## src/rtl/lmme_defines.vh

```
`ifndef LMME_DEFINES_VH
`define LMME_DEFINES_VH
// immediate-type opcode field values, then the register-type opcode
`define LMME_OP_LDHU 6'h0B
`define LMME_OP_LDHUIO 6'h2B
`define LMME_OP_LDW 6'h17
`define LMME_OP_LDWIO 6'h37
`define LMME_OP_ORI 6'h14
`define LMME_OP_ORHI 6'h34
`define LMME_OP_ADDI 6'h04
`define LMME_OP_MULI 6'h24
`define LMME_OP_RTYPE 6'h3A
// register-type extended opcode values
`define LMME_OPX_ADD 6'h31
`define LMME_OPX_MUL 6'h27
`define LMME_OPX_MULXUU 6'h07
// field positions
`define LMME_A_HI 31
`define LMME_A_LO 27
`define LMME_B_HI 26
`define LMME_B_LO 22
`define LMME_C_HI 21
`define LMME_C_LO 17
`define LMME_OPX_HI 16
`define LMME_OPX_LO 11
`define LMME_IMM_HI 21
`define LMME_IMM_LO 6
`define LMME_OP_HI 5
`define LMME_OP_LO 0
// exception cause codes
`define LMME_EXC_NONE 3'h0
`define LMME_EXC_SUPER 3'h1
`define LMME_EXC_MISALIGN 3'h2
`define LMME_EXC_PERM 3'h3
`define LMME_EXC_FAST_MISS 3'h4
`define LMME_EXC_DOUBLE_MISS 3'h5
`define LMME_EXC_REGION 3'h6
`define LMME_EXC_UNIMPL 3'h7
`endif

```

## src/rtl/lmme_ext.v

```verilog
`timescale 1ns/1ps
// ****************************************
// immediate extension
// ****************************************
module lmme_ext (
    input wire [15:0] i_short_immediate_field,
    input wire i_signed,
    input wire i_high,
    output wire [31:0] o_immediate_operand
);
    assign o_immediate_operand = i_high ? {i_short_immediate_field, 16'h0000} :
        {{16{i_signed & i_short_immediate_field[15]}}, i_short_immediate_field};
endmodule // lmme_ext

```

## src/rtl/lmme_mul.v

```verilog
`timescale 1ns/1ps
// ****************************************
// 32x32 unsigned multiplier
// ****************************************
module lmme_mul (
    input wire [31:0] i_a,
    input wire [31:0] i_b,
    output wire [31:0] o_low,
    output wire [31:0] o_high
);
    wire [63:0] product;
    // low word is sign-agnostic, so one unsigned product serves both
    assign product = {32'h00000000, i_a} * {32'h00000000, i_b};
    assign o_low = product[31:0];
    assign o_high = product[63:32];
endmodule // lmme_mul

```

## src/rtl/lmme_exec.v

```verilog
`timescale 1ns/1ps
`include "lmme_defines.vh"
// Function
// - halfword address is A plus signed immediate
// - halfword load zero-extends into register B
// - ordinary loads may hit the cache
// - bypass loads always go to bus
// - without cache bypass equals ordinary load
// - loads report the six memory exceptions
// - opcode 0B is unsigned halfword load
// - opcode 2B is bypass halfword load
// - word load writes whole word
// - opcode 17 is word load
// - high move places immediate in top half
// - signed move sign-extends immediate
// - unsigned move zero-extends immediate
// - register move adds A and zero
// - multiply writes low product word
// - no multiplier raises unimplemented exception
// - immediate multiply uses signed immediate
// - high multiply nonzero on unsigned overflow
// - high multiply writes upper product word
module lmme_exec #(
    parameter HAS_DCACHE = 1,
    parameter HAS_MUL = 1
) (
    input wire i_clock,
    input wire i_rst,
    input wire i_valid,
    input wire [31:0] i_instr,
    input wire [31:0] i_reg_a,
    input wire [31:0] i_reg_b,
    input wire i_supervisor,
    input wire i_super_only,
    input wire i_read_denied,
    input wire i_fast_miss,
    input wire i_double_miss,
    input wire i_region_fault,
    input wire i_mem_ready,
    input wire [31:0] i_mem_rdata,
    output reg o_mem_read,
    output reg o_mem_bypass,
    output reg [31:0] o_mem_addr,
    output reg [3:0] o_mem_byteen,
    output reg o_busy,
    output reg o_wr_en,
    output reg [4:0] o_wr_index,
    output reg [31:0] o_wr_data,
    output reg o_exc,
    output reg [2:0] o_exc_cause
);
    // ****************************************
    // decode
    // ****************************************
    localparam ST_IDLE = 1'b0;
    localparam ST_LOAD = 1'b1;

    wire [5:0] op = i_instr[`LMME_OP_HI:`LMME_OP_LO];
    wire [5:0] opx = i_instr[`LMME_OPX_HI:`LMME_OPX_LO];
    wire [4:0] idx_b = i_instr[`LMME_B_HI:`LMME_B_LO];
    wire [4:0] idx_c = i_instr[`LMME_C_HI:`LMME_C_LO];
    wire [15:0] short_immediate_field = i_instr[`LMME_IMM_HI:`LMME_IMM_LO];

    function is_op;
        input [5:0] value;
        input [5:0] code;
        begin
            is_op = (value == code);
        end
    endfunction

    wire dec_ldhu = is_op(op, `LMME_OP_LDHU);
    wire dec_ldhuio = is_op(op, `LMME_OP_LDHUIO);
    wire dec_ldw = is_op(op, `LMME_OP_LDW);
    wire dec_ldwio = is_op(op, `LMME_OP_LDWIO);
    wire dec_ori = is_op(op, `LMME_OP_ORI);
    wire dec_orhi = is_op(op, `LMME_OP_ORHI);
    wire dec_addi = is_op(op, `LMME_OP_ADDI);
    wire dec_muli = is_op(op, `LMME_OP_MULI);
    wire dec_r = is_op(op, `LMME_OP_RTYPE);
    wire dec_add = dec_r & is_op(opx, `LMME_OPX_ADD);
    wire dec_mul = dec_r & is_op(opx, `LMME_OPX_MUL);
    wire dec_mulxuu = dec_r & is_op(opx, `LMME_OPX_MULXUU);
    wire dec_half = dec_ldhu | dec_ldhuio;
    wire dec_load = dec_half | dec_ldw | dec_ldwio;
    wire dec_io = dec_ldhuio | dec_ldwio;

    // ****************************************
    // operands
    // ****************************************
    wire [31:0] imm_sext;
    wire [31:0] imm_zext;
    wire [31:0] imm_high;
    wire [31:0] immediate_operand;
    wire [31:0] mul_low;
    wire [31:0] mul_high;
    wire [31:0] eff_addr;

    lmme_ext u_ext_s (
        .i_short_immediate_field(short_immediate_field),
        .i_signed(1'b1),
        .i_high(1'b0),
        .o_immediate_operand(imm_sext)
    );
    lmme_ext u_ext_z (
        .i_short_immediate_field(short_immediate_field),
        .i_signed(1'b0),
        .i_high(1'b0),
        .o_immediate_operand(imm_zext)
    );
    lmme_ext u_ext_h (
        .i_short_immediate_field(short_immediate_field),
        .i_signed(1'b0),
        .i_high(1'b1),
        .o_immediate_operand(imm_high)
    );

    assign immediate_operand = dec_muli ? imm_sext : i_reg_b;
    assign eff_addr = i_reg_a + imm_sext;

    lmme_mul u_mul (
        .i_a(i_reg_a),
        .i_b(immediate_operand),
        .o_low(mul_low),
        .o_high(mul_high)
    );

    // ****************************************
    // exception check for loads
    // ****************************************
    wire misaligned = dec_half ? eff_addr[0] : (eff_addr[1] | eff_addr[0]);
    reg [2:0] load_cause;
    always @* begin
        // priority: privilege, alignment, translation, protection
        load_cause = `LMME_EXC_NONE;
        if (i_super_only & ~i_supervisor) begin
            load_cause = `LMME_EXC_SUPER;
        end else if (misaligned) begin
            load_cause = `LMME_EXC_MISALIGN;
        end else if (i_double_miss) begin
            load_cause = `LMME_EXC_DOUBLE_MISS;
        end else if (i_fast_miss) begin
            load_cause = `LMME_EXC_FAST_MISS;
        end else if (i_read_denied) begin
            load_cause = `LMME_EXC_PERM;
        end else if (i_region_fault) begin
            load_cause = `LMME_EXC_REGION;
        end
    end

    // ****************************************
    // instruction class
    // ****************************************
    localparam K_NONE = 3'h0;
    localparam K_LOAD = 3'h1;
    localparam K_MUL = 3'h2;
    localparam K_ORHI = 3'h3;
    localparam K_ADDI = 3'h4;
    localparam K_ORI = 3'h5;
    localparam K_ADD = 3'h6;

    reg [2:0] kind;
    always @* begin
        // opcodes outside this subset stay unclassified and are ignored
        kind = K_NONE;
        if (dec_load) begin
            kind = K_LOAD;
        end else if (dec_mul | dec_muli | dec_mulxuu) begin
            kind = K_MUL;
        end else if (dec_orhi) begin
            kind = K_ORHI;
        end else if (dec_addi) begin
            kind = K_ADDI;
        end else if (dec_ori) begin
            kind = K_ORI;
        end else if (dec_add) begin
            kind = K_ADD;
        end
    end

    // ****************************************
    // load data extension
    // ****************************************
    function [31:0] load_extend;
        input [31:0] word;
        input half;
        input hi_lane;
        begin
            // odd halfword addresses are trapped before issue, never loaded
            if (half) begin
                load_extend = {16'h0000, hi_lane ? word[31:16] : word[15:0]};
            end else begin
                load_extend = word;
            end
        end
    endfunction

    // ****************************************
    // execute: next values
    // ****************************************
    reg state;
    reg load_half;
    reg load_hi_lane;
    reg [4:0] load_index;
    reg next_state;
    reg next_load_half;
    reg next_load_hi_lane;
    reg [4:0] next_load_index;
    reg next_mem_read;
    reg next_mem_bypass;
    reg [31:0] next_mem_addr;
    reg [3:0] next_mem_byteen;
    reg next_busy;
    reg next_wr_en;
    reg [4:0] next_wr_index;
    reg [31:0] next_wr_data;
    reg next_exc;
    reg [2:0] next_exc_cause;

    always @* begin
        // pulses fall by default; every other output holds its value
        next_state = state;
        next_load_half = load_half;
        next_load_hi_lane = load_hi_lane;
        next_load_index = load_index;
        next_mem_read = o_mem_read;
        next_mem_bypass = o_mem_bypass;
        next_mem_addr = o_mem_addr;
        next_mem_byteen = o_mem_byteen;
        next_busy = o_busy;
        next_wr_en = 1'b0;
        next_wr_index = o_wr_index;
        next_wr_data = o_wr_data;
        next_exc = 1'b0;
        next_exc_cause = o_exc_cause;
        case (state)
            ST_IDLE: begin
                if (i_valid) begin
                    case (kind)
                        K_LOAD: begin
                            if (load_cause != `LMME_EXC_NONE) begin
                                next_exc = 1'b1;
                                next_exc_cause = load_cause;
                            end else begin
                                // the cache decides hits; bypass forces a bus cycle
                                next_mem_read = 1'b1;
                                next_mem_bypass = (HAS_DCACHE != 0) & dec_io;
                                next_mem_addr = {eff_addr[31:2], 2'h0};
                                next_mem_byteen = dec_half ? (eff_addr[1] ? 4'hC : 4'h3) : 4'hF;
                                next_load_half = dec_half;
                                next_load_hi_lane = eff_addr[1];
                                next_load_index = idx_b;
                                next_busy = 1'b1;
                                next_state = ST_LOAD;
                            end
                        end
                        K_MUL: begin
                            if (HAS_MUL == 0) begin
                                next_exc = 1'b1;
                                next_exc_cause = `LMME_EXC_UNIMPL;
                            end else begin
                                next_wr_en = 1'b1;
                                next_wr_index = dec_muli ? idx_b : idx_c;
                                // upper word is nonzero exactly on unsigned overflow
                                next_wr_data = dec_mulxuu ? mul_high : mul_low;
                            end
                        end
                        K_ORHI: begin
                            next_wr_en = 1'b1;
                            next_wr_index = idx_b;
                            next_wr_data = i_reg_a | imm_high;
                        end
                        K_ADDI: begin
                            next_wr_en = 1'b1;
                            next_wr_index = idx_b;
                            next_wr_data = i_reg_a + imm_sext;
                        end
                        K_ORI: begin
                            next_wr_en = 1'b1;
                            next_wr_index = idx_b;
                            next_wr_data = i_reg_a | imm_zext;
                        end
                        K_ADD: begin
                            next_wr_en = 1'b1;
                            next_wr_index = idx_c;
                            next_wr_data = i_reg_a + i_reg_b;
                        end
                        default: begin
                            next_wr_en = 1'b0;
                        end
                    endcase
                end
            end
            ST_LOAD: begin
                if (i_mem_ready) begin
                    next_mem_read = 1'b0;
                    next_mem_bypass = 1'b0;
                    next_busy = 1'b0;
                    next_wr_en = 1'b1;
                    next_wr_index = load_index;
                    next_wr_data = load_extend(i_mem_rdata, load_half, load_hi_lane);
                    next_state = ST_IDLE;
                end
            end
            default: begin
                next_state = ST_IDLE;
            end
        endcase
    end

    // ****************************************
    // execute: registers
    // ****************************************
    always @(posedge i_clock or posedge i_rst) begin
        if (i_rst) begin
            state <= ST_IDLE;
            load_half <= 1'b0;
            load_hi_lane <= 1'b0;
            load_index <= 5'h00;
            o_mem_read <= 1'b0;
            o_mem_bypass <= 1'b0;
            o_mem_addr <= 32'h00000000;
            o_mem_byteen <= 4'h0;
            o_busy <= 1'b0;
            o_wr_en <= 1'b0;
            o_wr_index <= 5'h00;
            o_wr_data <= 32'h00000000;
            o_exc <= 1'b0;
            o_exc_cause <= `LMME_EXC_NONE;
        end else begin
            state <= next_state;
            load_half <= next_load_half;
            load_hi_lane <= next_load_hi_lane;
            load_index <= next_load_index;
            o_mem_read <= next_mem_read;
            o_mem_bypass <= next_mem_bypass;
            o_mem_addr <= next_mem_addr;
            o_mem_byteen <= next_mem_byteen;
            o_busy <= next_busy;
            o_wr_en <= next_wr_en;
            o_wr_index <= next_wr_index;
            o_wr_data <= next_wr_data;
            o_exc <= next_exc;
            o_exc_cause <= next_exc_cause;
        end
    end
endmodule // lmme_exec

```

## config.mk

```make
export PLATFORM = sky130hd
export DESIGN_NAME = lmme_exec
export DESIGN_NICKNAME = d
export VERILOG_FILES = /design/src/rtl/lmme_ext.v /design/src/rtl/lmme_mul.v /design/src/rtl/lmme_exec.v
export VERILOG_INCLUDE_DIRS = /design/src /design/src/rtl
export SDC_FILE = /design/constraint.sdc
export NUM_CORES = 2
export LEC_CHECK = 0
export BUFFER_PORTS_ARGS = -buffer_cell sky130_fd_sc_hd__buf_2
export CAP_MARGIN = 20
export CELL_PAD_IN_SITES_DETAIL_PLACEMENT = 1
export CELL_PAD_IN_SITES_GLOBAL_PLACEMENT = 2
export CORE_ASPECT_RATIO = 2
export CORE_UTILIZATION = 44
export CTS_BUF_LIST = sky130_fd_sc_hd__clkbuf_16
export CTS_CLUSTER_DIAMETER = 30
export CTS_CLUSTER_SIZE = 20
export DETAILED_ROUTE_END_ITERATION = 10
export PLACE_DENSITY_LB_ADDON = 0.25
export SLEW_MARGIN = 20
export SYNTH_ARGS = -nofsm -noshare
export SYNTH_HDL_FRONTEND = slang
export SYNTH_SLANG_ARGS = --single-unit
```

## constraint.sdc

```tcl
create_clock -name i_clock -period 7.1 [get_ports i_clock]
set_input_delay 1.42 -clock i_clock [delete_from_list [all_inputs] [get_ports i_clock]]
set_output_delay 1.42 -clock i_clock [all_outputs]
set_load 0.005 [all_outputs]
```

==> results_dict.tcl, run 1 <==
set metrics [dict create \
    die_y_um 437.0 \
    synth-edff-count 0 \
    synth.distinct_cells 86 \
    synth_area_sq_um 41630 \
    avgSynthCellArea_sq_um 8.484 \
    grt_max_degree 54 \
    cts_buffer_depth 2 \
    synth.most_common_cell "inv_1" \
    cts_buffers 9 \
    die_w_um 219.5 \
    cts_sinks 84 \
    gr-total-overflow 7 \
    status "stopped before the end" \
    port_buffers 211 \
    num_rows 159 \
    muxShareOfSynthArea 0.01226 \
    stop_error "[ERROR GRT-0116] Global routing finished with congestion. Check the congestion regions in the DRC Viewer." \
    synth_fa_ha_area_frac 0.5346 \
    root_buffer "clkbuf_16" \
    ioPinCount 219 \
    synth_top_area_share 0.4318 \
    seq_area_frac_synth 0.05049 \
    synthXorXnorAreaFrac 0.02272 \
    globalplace.congestion 1.064 \
    haltStage "global routing" \
    yosysTopAreaCell "fa_1" \
    synth_top_family_by_area "adder cells" \
    hpwl_mm 190.6 \
    ys_ff_latch 84 \
    htree_levels 3 \
    post-place-ws_ns -3.158 \
    initial_core_util 0.4434 \
    grt_usage 0.5187 \
    synth_area_leaders "fa_1 43%, ha_1 10%, inv_1 8.5%" \
    grt_pass1_vias 48610 \
    ys_warn_count 0 \
    synthArstFlopShare 1.000 \
    synthTopCellsByCount "943 x inv_1, 898 x fa_1, 609 x nand2_1" \
    synth_compound_area_frac 0.1050 \
    grt_pass1_wl_mm 344.6 \
    synthCells 4907 \
    synthFlopType "dfrtp_1" \
    synthSimpleGateAreaFrac 0.1652 \
]
## kinds of logic after synthesis
| kind of cell | count (synthesis) |
|---|---|
| AO/OA/AOI/OAI | 691 |
| buffers and inverters | 1206 |
| flip-flops | 84 |
| adder cells (fa/ha/maj) | 1240 |
| XOR/XNOR | 108 |
| AND/OR/NAND/NOR | 1530 |
| other | 1 |
| multiplexers | 47 |
## routing by layer
| metal | GRT usage | GRT overflow |
|---|---|---|
| met2 | 0.8322 | 6 |
| met5 | 0.006250 | 0 |
| met3 | 0.1679 | 0 |
| met1 | 0.4915 | 0 |
| met4 | 0.5709 | 1 |
## repair_timing
item | 4_1_cts
pin swaps | 69
hold buffers | 0
setup endpoints to repair | 32
cloned | 3
resized for setup | 185
buffers inserted | 28
## per-stage QoR
stage               hold slack, ns  instance area (sq um)  setup TNS, ns  std cells  utilization
floorplan                   0.4497                  42360         -63.47       4908            -
global placement            0.4546                  50770         -89.23       6858       0.5407
detailed placement          0.4666                  50770         -94.17       6858       0.5407
CTS                         0.4843                  52210         -73.00       6904       0.5561
==> run 2, diff against run 1 <==
==> config.mk (replaced) <==
export PLATFORM = sky130hd
export DESIGN_NAME = lmme_exec
export DESIGN_NICKNAME = d
export VERILOG_FILES = /design/src/rtl/lmme_ext.v /design/src/rtl/lmme_mul.v /design/src/rtl/lmme_exec.v
export VERILOG_INCLUDE_DIRS = /design/src /design/src/rtl
export SDC_FILE = /design/constraint.sdc
export NUM_CORES = 2
export LEC_CHECK = 0
export BUFFER_PORTS_ARGS = -buffer_cell sky130_fd_sc_hd__buf_2
export CAP_MARGIN = 20
export CORE_UTILIZATION = 40
export DETAILED_ROUTE_END_ITERATION = 10
export PLACE_DENSITY_LB_ADDON = 0.15
export SLEW_MARGIN = 20
export SYNTH_ARGS = -nofsm -noshare
export SYNTH_HDL_FRONTEND = slang
export SYNTH_SLANG_ARGS = --single-unit
==> run 2 against run 1 <==
Against the previous run: the flow now finishes, with violations (setup timing); synthesized cell count did not move; area after synthesis did not move.
==> results_dict.tcl, run 2 <==
set metrics [dict create \
    htree_levels 3 \
    crit_type "in -> reg" \
    finalClockSkew_ns 0.01233 \
    fin_ws_ns -2.583 \
    cts_sinks 84 \
    cpMostUsedCell "fa_1" \
    cts_buffer_depth 2 \
    cts-hold-fix-buffers 0 \
    max_freq_mhz 103.3 \
    synthFlopType "dfrtp_1" \
    die_y_um 324.6 \
    vias_per_cell 5.349 \
    largest-register "o_wr_data" \
    regToRegSetupSlack_ns 3.83 \
    antenna_found_initial 12 \
    port_buffers 211 \
    hold_viol_final 0 \
    min_from "o_wr_index[1]" \
    synth.most_common_cell "inv_1" \
    n_fill_cell 10120 \
    largest_reg_flops 32 \
    synth.distinct_cells 86 \
    clkLatencyLatePin_ns 0.37 \
    rsz0062_at_grt "yes" \
    ff2ff_path_depth 9 \
    synth_top_area_share 0.4318 \
    dr_total_vias 37410 \
    reg_top3 "o_wr_data x32, o_mem_addr x30" \
    grt_pass1_wl_mm 251.6 \
    area_growth_pct 22.91 \
    cp-start-kind "primary input" \
    seq_area_frac_synth 0.05049 \
    post-route-util 0.4993 \
    drv_cap 0 \
    die_w_um 324.6 \
    avgSynthCellArea_sq_um 8.484 \
    maxSlewViolCount 0 \
    ant_nets 0 \
    gr-total-overflow 0 \
    grt_max_degree 70 \
    ioPinCount 219 \
    die_area_sq_um 105400 \
    routedWlPerCell_um 24.10 \
    synth_area_sq_um 41630 \
    rr_endpoint "o_wr_data[31]" \
    globalplace.congestion 1.019 \
    clkTransAtPathRegs_ns 0.08 \
    initial_core_util 0.4063 \
    crit_fanout 11 \
    yosysTopAreaCell "fa_1" \
    synthArstFlopShare 1.000 \
    stdcell_area_sq_um 51170 \
    final_layout_size_suffix_gt1_frac 0.2094 \
    dpl.cell_count 6953 \
    hold_ws_ns 0.4806 \
    hp-class "reg -> reg" \
    wl_mm 168.5 \
    final_nets 6990 \
    grt_pass1_vias 38970 \
    maxSlewHeadroom 0.2567 \
    synthCells 4907 \
    root_buffer "clkbuf_16" \
    crit_family "adder cells" \
    path_buf_inv 13 \
    grt_usage 0.3221 \
    ys_ff_latch 84 \
    fin_crit_ns 9.683 \
    synth-edff-count 0 \
    reg2reg_from "state" \
    num_rows 117 \
    cts_tree "done" \
    cp-end-kind "register" \
    synthTopCellsByCount "943 x inv_1, 898 x fa_1, 609 x nand2_1" \
    hpwl_mm 146.3 \
    dpl_cell_area_sq_um 50030 \
    min_to "o_wr_index[1]" \
    cpPeakStageDelay_ns 0.54 \
    cp_slowest_cell "fa_1" \
    cts_buffers 9 \
    final_common_cell "inv_1" \
    drc 0 \
    worstHoldPathCells 2 \
    min_period_over_period 1.364 \
    critical_path_required_ns 7.37 \
    ys_warn_count 0 \
    synth_area_leaders "fa_1 43%, ha_1 10%, inv_1 8.5%" \
    worstMarginPinSlew_ns 1.107 \
    fin_cells 6994 \
    report.final.setup_viol 32 \
    core_sq_um 102500 \
    drt_iter0_drc 3075 \
    violations "setup timing" \
    drtPass1Iterations 7 \
    status "complete, but fails checks" \
    layout_common_cells "941 x inv_1, 894 x fa_1, 670 x buf_4" \
    crit_arrival_ns 9.95 \
]
run 2: cell counts after synthesis:
Identical to the previous run, type by type.
run 2: metrics by stage:
step / setup slack [ns] / setup TNS (ns)
4_1_cts: -2.429 / -72.21
6_report: -2.583 / -75.44
5_1_grt: -2.849 / -83.97
3_5_place_dp: -3.203 / -94.18
2_1_floorplan: -2.303 / -63.47
3_3_place_gp: -3.241 / -94.58
run 2: per-layer routing:
metal  routed length [um]  vias up  part of all wire  track usage
met1                69630    19150              0.41       0.4300
li1                     -    16580                 -            -
met3                12070      304             0.072      0.05044
met4                 7797        4             0.046       0.1210
met5                  126        -           0.00075     0.008152
met2                78920     1378              0.47       0.5252
run 2: cell type report:
| type | instances | area (sq um) | area share |
|---|---|---|---|
| Multi-Input combinational cell | 3619 | 36040 | 0.7043 |
| Timing Repair Buffer | 951 | 7438 | 0.1454 |
| Inverter | 947 | 3556 | 0.06949 |
| Sequential cell | 84 | 2102 | 0.04108 |
| Tap cell | 1368 | 1712 | 0.03345 |
| Clock buffer | 9 | 225.2 | 0.004401 |
| Clock inverter | 7 | 76.32 | 0.001492 |
| Antenna cell | 9 | 22.52 | 0.0004401 |
run 2: worst max path at each step:
stage / from / endpoint / slack, ns / cells after the start
floorplan: i_instr[3] / o_wr_data[19] / -2.30 / 28
global placement: i_instr[3] / o_wr_data[30] / -3.24 / 36
detailed placement: i_instr[3] / o_wr_data[30] / -3.20 / 36
CTS: i_instr[3] / o_wr_data[24] / -2.43 / 34
global route: i_instr[3] / o_wr_data[24] / -2.85 / 39
finish: i_instr[3] / o_wr_data[24] / -2.58 / 37
run 2: tightest hold or removal path: stages, from the launching register on:
cell and delay (ns):
dfrtp_1 0.34, nand2_1 0.04, o21ai_0 0.06
run 2: logic make-up after synthesis:
group           count (synthesis)  share of synthesized area
other cells                     1                 0.00009008
compound gates                691                     0.1050
mux                            47                    0.01226
simple gates                 1530                     0.1652
flops                          84                    0.05049
buf+inv                      1206                     0.1096
xor+xnor                      108                    0.02272
fa+ha+maj                    1240                     0.5346
run 2: what timing repair did:
action | CTS | global route
cloned | 1 | 2
setup endpoints to repair | 32 | 32
gates resized for setup | 91 | 45
endpoints found under the hold margin | 0 | 0
setup buffers | 4 | 9
pin swaps | 31 | 12
Power of run 2 is left out: the tool's default activity adds up to more than one toggle a clock period on the data nets, which glitch-free logic cannot reach.
